$ cat src/logic/strap_pkg.sv
// Shared constants and types for the dual-port strap capture block.
package strap_pkg;

  // ****************************************
  // Geometry
  // ****************************************
  localparam int NPORTS = 2;
  localparam int ADDR_STRAP_W = 4;
  localparam int STA_W = 5;
  localparam int REG_W = 16;
  localparam int APB_ADDR_W = 8;
  localparam int APB_DATA_W = 32;

  typedef struct packed {
    logic fiber;
    logic autoneg_enable_strap;
    logic cap_hi;
    logic cap_lo;
  } strap_s;

  typedef struct packed {
    logic [STA_W-1:0] station_address;
    logic fiber;
    logic speed100;
    logic an_enable;
    logic full_duplex;
  } port_cfg_s;

  typedef enum {ST_CAPTURE, ST_RUN} ld_state_e;

  localparam int STRAP_W = $bits(strap_s);
  localparam int SYNC_W = 1 + ADDR_STRAP_W + NPORTS * STRAP_W;

  // ****************************************
  // Strap defaults (internal pull resistors)
  // ****************************************
  localparam logic [ADDR_STRAP_W-1:0] ADDR_STRAP_DEFAULT = 4'h0;
  localparam strap_s PORT_STRAP_DEFAULT = 4'h7;
  localparam logic HW_RESET_ACTIVE = 1'b0;

  // ****************************************
  // Basic mode control and advertisement fields
  // ****************************************
  localparam int BMCR_SPEED_BIT = 13;
  localparam int BMCR_AN_BIT = 12;
  localparam int BMCR_DUPLEX_BIT = 8;
  localparam int ANAR_ABILITY_LSB = 5;
  localparam logic [REG_W-1:0] ANAR_SELECTOR = 16'h0001;
  localparam logic [REG_W-1:0] BMCR_RST = 16'h3100;
  localparam logic [REG_W-1:0] ANAR_RST = 16'h0101;
  localparam port_cfg_s CFG_RST = 9'h007;

  // ****************************************
  // Register map (byte addresses)
  // ****************************************
  localparam logic [APB_ADDR_W-1:0] OFF_CTRL0 = 8'h00;
  localparam logic [APB_ADDR_W-1:0] OFF_BMCR0 = 8'h08;
  localparam logic [APB_ADDR_W-1:0] OFF_ANAR0 = 8'h10;
  localparam logic [APB_ADDR_W-1:0] OFF_STATUS = 8'h18;
  localparam logic [APB_ADDR_W-1:0] PORT_STRIDE = 8'h04;
  localparam int STAT_HW_BIT = 0;
  localparam int STAT_RUN_BIT = 1;
  localparam int STAT_FIBER_LSB = 2;

endpackage

$ cat src/logic/strap_decode.sv
// Turns one port's captured mode straps into control and advert values.
`timescale 1ns/1ps
module strap_decode
  import strap_pkg::*;
(
  input wire strap_s strap,
  output logic [REG_W-1:0] bmcr,
  output logic [REG_W-1:0] anar
);

  always_comb
  begin
    bmcr = '0;
    anar = ANAR_SELECTOR;
    if (strap.fiber)
    begin
      // Fiber runs at 100 only and never negotiates, so the
      // negotiation strap and the high select are ignored.
      bmcr[BMCR_SPEED_BIT] = 1'b1;
      bmcr[BMCR_DUPLEX_BIT] = strap.cap_lo;
    end
    else
    begin
      bmcr[BMCR_SPEED_BIT] = strap.cap_hi;
      bmcr[BMCR_DUPLEX_BIT] = strap.cap_lo;
      bmcr[BMCR_AN_BIT] = strap.autoneg_enable_strap;
      if (strap.autoneg_enable_strap)
      begin
        anar[ANAR_ABILITY_LSB + {strap.cap_hi, strap.cap_lo}] = 1'b1;
      end
    end
  end

endmodule // strap_decode

$ cat src/logic/strap_latch.sv
// Strap capture, configuration registers and APB slave for two ports.
`timescale 1ns/1ps
module strap_latch
  import strap_pkg::*;
(
  input wire logic CLK_SYS,
  input wire logic RST_N,
  input wire logic CE,
  input wire logic HW_RESET_N,
  input wire logic [ADDR_STRAP_W-1:0] ADDR_STRAP,
  input wire strap_s [NPORTS-1:0] PORT_STRAP,
  input wire logic PSEL,
  input wire logic PENABLE,
  input wire logic PWRITE,
  input wire logic [APB_ADDR_W-1:0] PADDR,
  input wire logic [APB_DATA_W-1:0] PWDATA,
  output logic [APB_DATA_W-1:0] PRDATA,
  output logic PREADY,
  output logic PSLVERR,
  output port_cfg_s [NPORTS-1:0] PORT_CFG,
  output logic FUNC_OE
);

  // ****************************************
  // Pin synchronisers
  // ****************************************
  // open straps read default
  localparam logic [SYNC_W-1:0] SYNC_RST =
    {HW_RESET_ACTIVE, ADDR_STRAP_DEFAULT, {NPORTS{PORT_STRAP_DEFAULT}}};

  logic [SYNC_W-1:0] raw, s1, s2, s3;
  logic [SYNC_W-1:0] stable, next_stable;
  logic hw_n_live, hw_active;
  logic [ADDR_STRAP_W-1:0] addr_live;
  strap_s [NPORTS-1:0] port_live;

  assign raw = {HW_RESET_N, ADDR_STRAP, PORT_STRAP};
  assign {hw_n_live, addr_live, port_live} = stable;
  assign hw_active = (hw_n_live == HW_RESET_ACTIVE);

  // A level only counts once the second and third stages agree, which
  // rejects a single sample caught mid-transition.
  for (genvar b = 0; b < SYNC_W; b++)
  begin : g_filt
    assign next_stable[b] = (s2[b] == s3[b]) ? s3[b] : stable[b];
  end

  always_ff @(posedge CLK_SYS or negedge RST_N)
  begin
    if (!RST_N)
    begin
      s1 <= SYNC_RST;
      s2 <= SYNC_RST;
      s3 <= SYNC_RST;
      stable <= SYNC_RST;
    end
    else if (CE)
    begin
      s1 <= raw;
      s2 <= s1;
      s3 <= s2;
      stable <= next_stable;
    end
  end

  // ****************************************
  // Strap decode per port
  // ****************************************
  logic [NPORTS-1:0][REG_W-1:0] dec_bmcr, dec_anar;
  logic [NPORTS-1:0][STA_W-1:0] sta;
  logic [ADDR_STRAP_W-1:0] cap_addr;
  strap_s [NPORTS-1:0] cap_port;

  for (genvar p = 0; p < NPORTS; p++)
  begin : g_port
    strap_decode u_dec (
      .strap(port_live[p]),
      .bmcr(dec_bmcr[p]),
      .anar(dec_anar[p])
    );
    // low address bit from port index
    assign sta[p] = {cap_addr, 1'(p)};
  end

  // ****************************************
  // Capture sequencer and configuration
  // ****************************************
  ld_state_e st, next_st;
  logic [ADDR_STRAP_W-1:0] next_cap_addr;
  strap_s [NPORTS-1:0] next_cap_port;
  logic [NPORTS-1:0][REG_W-1:0] bmcr, anar, next_bmcr, next_anar;
  logic [NPORTS-1:0] hit_bmcr, hit_anar;
  port_cfg_s [NPORTS-1:0] next_cfg;
  logic next_func_oe;
  logic wr_en;

  assign wr_en = PSEL && PENABLE && PREADY && PWRITE;

  always_comb
  begin
    next_st = st;
    next_cap_addr = cap_addr;
    next_cap_port = cap_port;
    next_bmcr = bmcr;
    next_anar = anar;
    unique case (st)
      ST_CAPTURE:
      begin
        // follow the straps for as long as reset is held
        next_cap_addr = addr_live;
        next_cap_port = port_live;
        // straps seed control and advert registers
        next_bmcr = dec_bmcr;
        next_anar = dec_anar;
        // the sample taken in the cycle that sees release is kept
        if (!hw_active)
        begin
          next_st = ST_RUN;
        end
      end
      ST_RUN:
      begin
        if (hw_active)
        begin
          next_st = ST_CAPTURE;
        end
        else if (wr_en)
        begin
          for (int p = 0; p < NPORTS; p++)
          begin
            if (hit_bmcr[p])
            begin
              next_bmcr[p] = PWDATA[REG_W-1:0];
              // software cannot lift a fiber port off 100 Mb
              if (cap_port[p].fiber)
              begin
                next_bmcr[p][BMCR_SPEED_BIT] = 1'b1;
                next_bmcr[p][BMCR_AN_BIT] = 1'b0;
              end
            end
            if (hit_anar[p])
            begin
              next_anar[p] = PWDATA[REG_W-1:0];
            end
          end
        end
      end
    endcase
  end

  always_comb
  begin
    for (int p = 0; p < NPORTS; p++)
    begin
      // captured straps form the station address
      next_cfg[p].station_address = sta[p];
      next_cfg[p].fiber = cap_port[p].fiber;
      next_cfg[p].speed100 = bmcr[p][BMCR_SPEED_BIT];
      next_cfg[p].an_enable = bmcr[p][BMCR_AN_BIT];
      next_cfg[p].full_duplex = bmcr[p][BMCR_DUPLEX_BIT];
    end
    // pins go back to their own function only after release
    next_func_oe = (next_st == ST_RUN);
  end

  always_ff @(posedge CLK_SYS or negedge RST_N)
  begin
    if (!RST_N)
    begin
      st <= ST_CAPTURE;
      cap_addr <= ADDR_STRAP_DEFAULT;
      cap_port <= {NPORTS{PORT_STRAP_DEFAULT}};
      bmcr <= {NPORTS{BMCR_RST}};
      anar <= {NPORTS{ANAR_RST}};
      FUNC_OE <= 1'b0;
      for (int p = 0; p < NPORTS; p++)
      begin
        PORT_CFG[p] <= CFG_RST;
        PORT_CFG[p].station_address[0] <= 1'(p);
      end
    end
    else if (CE)
    begin
      st <= next_st;
      cap_addr <= next_cap_addr;
      cap_port <= next_cap_port;
      bmcr <= next_bmcr;
      anar <= next_anar;
      FUNC_OE <= next_func_oe;
      PORT_CFG <= next_cfg;
    end
  end

  // ****************************************
  // APB slave
  // ****************************************
  logic [APB_DATA_W-1:0] next_prdata;
  logic next_pready, next_pslverr, setup;

  assign setup = PSEL && !PENABLE;

  // Read data is taken at the setup cycle, so the answer costs one
  // wait-free access phase and needs no combinational output path.
  always_comb
  begin
    next_prdata = PRDATA;
    next_pslverr = PSLVERR;
    next_pready = setup;
    hit_bmcr = '0;
    hit_anar = '0;
    if (setup)
    begin
      next_prdata = '0;
      next_pslverr = 1'b1;
    end
    for (int p = 0; p < NPORTS; p++)
    begin
      hit_bmcr[p] = (PADDR == OFF_BMCR0 + 8'(p) * PORT_STRIDE);
      hit_anar[p] = (PADDR == OFF_ANAR0 + 8'(p) * PORT_STRIDE);
      if (setup && PADDR == OFF_CTRL0 + 8'(p) * PORT_STRIDE)
      begin
        next_prdata = APB_DATA_W'(sta[p]);
        next_pslverr = 1'b0;
      end
      if (setup && hit_bmcr[p])
      begin
        next_prdata = APB_DATA_W'(bmcr[p]);
        next_pslverr = 1'b0;
      end
      if (setup && hit_anar[p])
      begin
        next_prdata = APB_DATA_W'(anar[p]);
        next_pslverr = 1'b0;
      end
      if (setup && PADDR == OFF_STATUS)
      begin
        next_prdata[STAT_FIBER_LSB + p] = cap_port[p].fiber;
      end
    end
    if (setup && PADDR == OFF_STATUS)
    begin
      next_prdata[STAT_HW_BIT] = hw_active;
      next_prdata[STAT_RUN_BIT] = (st == ST_RUN);
      next_pslverr = 1'b0;
    end
  end

  always_ff @(posedge CLK_SYS or negedge RST_N)
  begin
    if (!RST_N)
    begin
      PRDATA <= '0;
      PREADY <= 1'b0;
      PSLVERR <= 1'b0;
    end
    else if (CE)
    begin
      PRDATA <= next_prdata;
      PREADY <= next_pready;
      PSLVERR <= next_pslverr;
    end
  end
endmodule // strap_latch

$ cat config.mk
export PLATFORM = sky130hd
export DESIGN_NAME = strap_latch
export DESIGN_NICKNAME = d
export VERILOG_FILES = /design/src/logic/strap_pkg.sv /design/src/logic/strap_decode.sv /design/src/logic/strap_latch.sv
export SDC_FILE = /design/constraint.sdc
export NUM_CORES = 1
export LEC_CHECK = 0
export BUFFER_PORTS_ARGS = -buffer_cell sky130_fd_sc_hd__buf_2
export CAP_MARGIN = 40
export CORE_MARGIN = 2
export CORE_UTILIZATION = 53
export DETAILED_ROUTE_END_ITERATION = 10
export GPL_TIMING_DRIVEN = 1
export PLACE_DENSITY = 0.77
export SYNTH_ARGS = -nofsm -noshare
export SYNTH_HDL_FRONTEND = slang
export SYNTH_HIERARCHICAL = 1
export SYNTH_SLANG_ARGS = --single-unit
$ cat constraint.sdc
create_clock -name CLK_SYS -period 2.13 [get_ports CLK_SYS]
set_clock_uncertainty 0.15 [all_clocks]
set_input_delay 0.3195 -clock CLK_SYS [delete_from_list [all_inputs] [get_ports CLK_SYS]]
set_output_delay 0.3195 -clock CLK_SYS [all_outputs]
set_load 0.01 [all_outputs]
==> out/metrics.yaml, run 1 <==
synthesis:
  synth_edf_count: 0
  yosys.area.top_type_share_pct: 39.53
  syn_area_per_cell_um2: 10.86
  synth_seq_area_share_pct: 50.98
  syn_inst: 845
  ys_ff_latch: 185
  yosys.area.top_type: "dfrtp_1"
  synth.distinct_cells: 65
  synth_area_mm2: 0.009179
  synth_flop_cell: "dfrtp_1"
  ys_warn_count: 6
  ys_top_cells_by_area: "dfrtp_1 (40%), dfstp_2 (11%), buf_4 (6.4%)"
  postSynth.asyncResetShare_pct: 100.0
timing:
  fin_ws_ns: 0.006021
  min_period_ns: 2.124
  setup_viol: 0
  fmax_ghz: 0.4708
  rsz0062_at_grt: "true"
  hold_ws_ns: 0.1006
  hold_violations: 0
  slew_violations: 0
  worstMarginPinSlew_ns: 0.5640
  period_share_pct: 99.72
  relSlewSlack_pct: 62.26
worst_setup_path:
  slowest_delay_ns: 0.41
  cp_slowest_cell: "dfrtp_1"
  worstPathRequired_ns: 2.32
  crit_chain: "nor4_4 -> nand4_4 -> o31ai_4 -> buf_6 -> buf_16 -> nor2_1 -> a221oi_2"
  worst-path-buf-inv: 2
  cp_max_fo: 16
  critPathLaunchType: "flip-flop"
  worstSetupPathType: "reg2reg"
  crit_family: "simple AND/OR/NAND/NOR gates"
  critPathCaptureType: "flip-flop"
  worst_ep_arrival_time_ns: 2.31
placement:
  gp_congestion: 0.8705
  numPortBuffers: 77
  post-place-ws_ns: -0.04935
  dp_cells: 1141
  dpl.hpwl_um: 13860
power_and_ir_drop:
  comb_power_share_pct: 26.2
  switching_share_pct: 32.88
  p_per_area_mw_per_mm2: 1025
  p_sw_uw: 3725
  p_leak_uw: 0.004845
  seqPwrFrac_pct: 47.2
  ir_drop_uv: 681.4
  pwr-share-clk_pct: 26.6
  p_int_uw: 7606
routing:
  via_count: 6647
  drtPass1Iterations: 5
  post_drt_wl_per_cell_um: 18.39
  ant_nets: 0
  viasPerCell: 5.544
  post-route-drc-count: 0
  drt_iter0_drc: 422
  drt_wl_total_um: 22040
die:
  fp.dieW_um: 135.6
  start_util_pct: 53.63
  coreArea_mm2: 0.01712
  num_rows: 48
  design.die.area_mm2: 0.01839
  dieHeight_um: 135.6
  num_io_pins: 112
final_layout:
  layout_commonest_cell: "dfrtp_1"
  area_growth_pct: 20.46
  nets: 1020
  layout-drive-gt1-share_pct: 37.37
  final_cell_mix: "dfrtp_1 (145), nor2_1 (106), buf_2 (75)"
  insertedDiodeCount: 0
  final-instance-count-excl-fill: 1199
grt:
  grt_max_degree: 56
  track_usage_pct: 24.14
  grt-ovfl-total: 0
  grt_pass1_vias: 6488
  antenna_found_initial: 0
  grt_pass1_wl_um: 34190
clock_tree:
  clk_path_buf_depth: 2
  cts_max_level: 4
  clk_latency_ns: 0.44
  clk_pin_slew_ns: 0.07
  cts_tree: "yes"
  root_buffer: "clkbuf_16"
  cts.sinks: 185
  numCtsBuffers: 17
outcome:
  status: "finished, final reports clean"
hold_path:
  min_path_type: "in2reg"
flow_run:
  maxCapViolations: 0
-- cell families after synthesis --
kind of cell / share of synthesized area [%]
compound gates: 16.54
simple gates: 16.04
flops: 50.98
other cells: 0.2453
mux: 5.943
buf+inv: 10.25
-- timing repair --
item / in CTS / in global routing
pin swaps: 4 / 30
hold buffers: 14 / 0
endpoints found under the setup margin: 74 / 97
gates resized for setup: 4 / 62
cloned: 1 / 5
endpoints found under the hold margin: 48 / 0
buffers inserted: 4 / 2
-- Yosys cell counts (8+ instances only) --
master	instances
mux2_2	38
o22ai_1	16
dfrtp_1	145
buf_6	8
a21oi_1	21
nor2b_1	35
nand3_1	9
a31oi_1	13
inv_1	33
dfstp_2	40
nand2_1	36
clkbuf_1	22
a22oi_1	14
o21ai_0	46
nor2_1	124
a211oi_2	19
a211oi_1	25
buf_4	78
a221oi_2	16
-- through the flow --
stage / instance area, µm² / TNS (ns) / power (µW) / utilization [%]
after floorplan: 9412 / -0.1287 / 7055 / -
after global placement: 9854 / 0 / 7779 / 57.57
after detailed placement: 9854 / -0.3792 / 7926 / 57.57
after CTS: 10660 / -0.2451 / 11030 / 62.27
after global routing: 11060 / -9.340 / 11890 / 64.60
final: 11060 / 0 / 11330 / 64.60
-- sequential cells by signal (all words and copies together) (netlist names) --
register,count
cap_port,2
s3,13
PRDATA,16
PORT_CFG,12
FUNC_OE,1
st,32
cap_addr,4
PSLVERR,1
s2,13
PREADY,1
stable,13
bmcr,32
s1,13
anar,32
-- routing by layer --
| metal | GRT usage, % | share of wire, % |
|---|---|---|
| met4 | 8.333 | 1.9 |
| met3 | 5.686 | 6.6 |
| met5 | 0 | 0 |
| met2 | 37.51 | 48 |
| met1 | 33.39 | 43 |
-- final cells by class --
| class | instances | area (µm²) |
|---|---|---|
| fillers | 1275 | 6060 |
| repair buffers | 152 | 1346 |
| well taps | 225 | 281.5 |
| clock buffers | 18 | 439.2 |
| flip-flops and latches | 185 | 4679 |
| multi-input cells | 572 | 4068 |
| clock inverters | 14 | 118.9 |
| inverters | 33 | 123.9 |
-- worst paths after layout --
| kind | startpoint | end | slack, ns | depth (start not counted) |
|---|---|---|---|---|
| setup / recovery | st[9] | anar[21] | 0.006 | 7 |
| hold / removal | CE | s3[12] | 0.10 | 3 |
| setup reg to reg | st[9] | anar[21] | 0.006 | 7 |
| hold reg to reg | s3[6] | s3[6] | 0.33 | 2 |
| max in group asynchronous | RST_N | stable[6] | 0.94 | 3 |
| min in group asynchronous | RST_N | bmcr[11] | 0.22 | 2 |
-- power groups by stage --
stage | combinational [µW] | sequential [µW] | clock (µW)
3_3_place_gp | 2430 | 5340 | 0
3_5_place_dp | 2530 | 5390 | 0
6_report | 2970 | 5350 | 3010
4_1_cts | 2650 | 5340 | 3040
5_1_grt | 3230 | 5460 | 3200
2_1_floorplan | 1870 | 5190 | 0
-- worst reg2reg max path, stage by stage, from the launching register on --
cell and delay (ns):
dfrtp_1 0.41, nor4_4 0.38, nand4_4 0.19, o31ai_4 0.30
buf_6 0.17, buf_16 0.16, nor2_1 0.07, a221oi_2 0.20
No activity file was read; power rests on OpenSTA's default activity.
==> run 2: changes to the inputs <==
CORE_ASPECT_RATIO = 0.9   (was unset)
==> out/metrics.yaml, run 2 (synthesis results as in run 1) <==
grt:
  grt_pass1_vias: 6389  # was 6,488
  grt_pass1_wl_um: 33720  # was 34,190 µm
  track_usage_pct: 23.86  # was 24.14%
  grt_max_degree: 67  # was 56
  antenna_found_initial: 0  # unchanged
  grt-ovfl-total: 0  # unchanged
power_and_ir_drop:
  pwr-share-clk_pct: 26.8  # was 26.6%
  ir_drop_uv: 626.2  # was 681.4 µV
  power_uw: 11220  # was 11,330 µW
  comb_power_share_pct: 25.9  # was 26.2%
  p_leak_uw: 0.004872  # was 0.004845 µW
  p_int_uw: 7562  # was 7606 µW
  seqPwrFrac_pct: 47.3  # was 47.2%
  switching_share_pct: 32.57  # was 32.88%
  p_sw_uw: 3653  # was 3725 µW
  p_per_area_mw_per_mm2: 1014  # was 1025 mW/mm²
worst_setup_path:
  worstSetupPathType: "reg2reg"  # unchanged
  critPathLaunchType: "flip-flop"  # unchanged
  worst_ep_arrival_time_ns: 2.40  # was 2.31 ns
  critPathCaptureType: "flip-flop"  # unchanged
  worstSetupStartpoint: "st[23]"  # was st[9]
  cp_max_fo: 11  # was 16
  worstPathRequired_ns: 2.33  # was 2.32 ns
  r2r-start: "st[23]"  # was st[9]
routing:
  drt_iter0_drc: 598  # was 422
  post-route-drc-count: 0  # unchanged
  via_count: 6681  # was 6,647
  ant_nets: 0  # unchanged
  viasPerCell: 5.563  # was 5.544
  post_drt_wl_per_cell_um: 17.85  # was 18.39 µm
  drtPass1Iterations: 5  # unchanged
  drt_wl_total_um: 21430  # was 22,040 µm
die:
  coreArea_mm2: 0.01689  # was 0.01712 mm²
  fp.dieW_um: 142.7  # was 135.6 µm
  num_io_pins: 112  # unchanged
  design.die.area_mm2: 0.01839  # about the same
  dieHeight_um: 128.8  # was 135.6 µm
  start_util_pct: 54.34  # was 53.63%
  num_rows: 45  # was 48
clock_tree:
  root_buffer: "clkbuf_16"  # unchanged
  cts_tree: "yes"  # unchanged
  clk_path_buf_depth: 2  # unchanged
  cts.sinks: 185  # unchanged
  clk_pin_slew_ns: 0.07  # about the same
  numCtsBuffers: 17  # unchanged
  clk_latency_ns: 0.43  # was 0.44 ns
  cts_max_level: 4  # unchanged
timing:
  relSlewSlack_pct: 65.45  # was 62.26%
  worstMarginPinSlew_ns: 0.5164  # was 0.5640 ns
  fmax_ghz: 0.4538  # was 0.4708 GHz
  fin_ws_ns: -0.07343  # was 0.006021 ns
  setup_viol: 46  # was 0
  hold_ws_ns: 0.09935  # was 0.1006 ns
  min_period_ns: 2.203  # was 2.124 ns
  rsz0062_at_grt: "true"  # unchanged
  slew_violations: 0  # unchanged
  hold_violations: 0  # unchanged
  period_share_pct: 103.4  # was 99.72%
placement:
  post-place-ws_ns: -0.2064  # was -0.04935 ns
  dpl.hpwl_um: 14160  # was 13,860 µm
  gp_congestion: 0.9038  # was 0.8705
  numPortBuffers: 77  # unchanged
  post_dp_cell_area_mm2: 0.009982  # was 0.009854 mm²
hold_path:
  min_path_type: "in2reg"  # unchanged
  hold_start: "CE"  # unchanged
final_layout:
  reg.largest.list: "anar: 32 flops, bmcr: 32 flops, st: 32 flops"  # unchanged
  insertedDiodeCount: 0  # unchanged
  area_growth_pct: 20.56  # was 20.46%
  nets: 1036  # was 1,020
  layout-drive-gt1-share_pct: 37.07  # was 37.37%
  fill_cells: 1242  # was 1,275
  final_cell_mix: "dfrtp_1 (145), nor2_1 (112), buf_2 (75)"  # was dfrtp_1 (145), nor2_1 (106), buf_2 (75)
  stdcell_area_mm2: 0.01107  # was 0.01106 mm²
  layout_commonest_cell: "dfrtp_1"  # unchanged
outcome:
  violations: "negative setup slack"
  status: "finished with violations"  # was finished, final reports clean
flow_run:
  maxCapViolations: 0  # unchanged
## run 2: cell types whose count changed in the layout (fill, tap and decap cells not counted), sizes merged
| cell | delta |
|---|---|
| clkinv | +1 |
| buf | +17 |
| inv | +2 |
| clkinvlp | -2 |
| clkbuf | -2 |
## run 2: repair_timing
| action | in CTS | in global routing |
|---|---|---|
| hold buffers | 14 | 0 |
| setup endpoints to repair | 82 | 99 |
| pin swaps | 14 | 23 |
| endpoints found under the hold margin | 134 | 0 |
| resized for setup | 10 | 39 |
| gates cloned | 0 | 4 |
| setup buffers | 3 | 5 |
## run 2: per-layer routing
| layer | wire length [µm] | GRT usage [%] |
|---|---|---|
| met1 | 9428 | 33.12 |
| met2 | 10330 | 38.24 |
| met3 | 1274 | 4.875 |
| met4 | 400 | 7.222 |
| met5 | 0 | 0 |
## run 2: final cells by class
| class | count | area [µm²] | area share (%) |
|---|---|---|---|
| clock buffers | 17 | 425.4 | 3.844 |
| clock inverters | 15 | 136.4 | 1.232 |
| inverters | 33 | 123.9 | 1.119 |
| multi-input cells | 572 | 3996 | 36.11 |
| flip-flops and latches | 185 | 4679 | 42.29 |
| well taps | 211 | 264.0 | 2.386 |
| repair buffers | 168 | 1440 | 13.01 |
## run 2: worst paths after layout
path	to	slack, ns	cells past startpoint
max	bmcr[11]	-0.07	9
min	s2[11]	0.1	2
max reg2reg	bmcr[11]	-0.07	9
min reg2reg	anar[24]	0.33	2
max in group asynchronous	bmcr[13]	0.95	3
min in group asynchronous	anar[26]	0.17	2
## run 2: stage by stage
| stage | setup TNS, ns | utilization (%) | cells |
|---|---|---|---|
| after floorplan | -0.1287 | - | 907 |
| after global placement | -1.433 | 59.10 | 1143 |
| after detailed placement | -3.937 | 59.10 | 1143 |
| after CTS | -0.004347 | 63.72 | 1192 |
| after global routing | -8.290 | 65.51 | 1201 |
| final | -1.354 | 65.51 | 1201 |
## run 2: worst max-delay path, cell delays in order, from the launching register on
cell and delay [ns]:
dfrtp_1 0.42, nor4_4 0.33, nand4_1 0.18, buf_6 0.17
o31ai_4 0.20, buf_6 0.15, clkbuf_16 0.15, buf_12 0.13
nor2_1 0.05, a211oi_2 0.20
## run 2: power by group through the flow
stage / Combinational [µW] / Sequential, µW / Clock, µW
after floorplan: 1870 / 5190 / 0
after global placement: 2550 / 5310 / 0
after detailed placement: 2640 / 5360 / 0
after CTS: 2700 / 5300 / 3060
after global routing: 3180 / 5430 / 3200
final: 2900 / 5310 / 3010
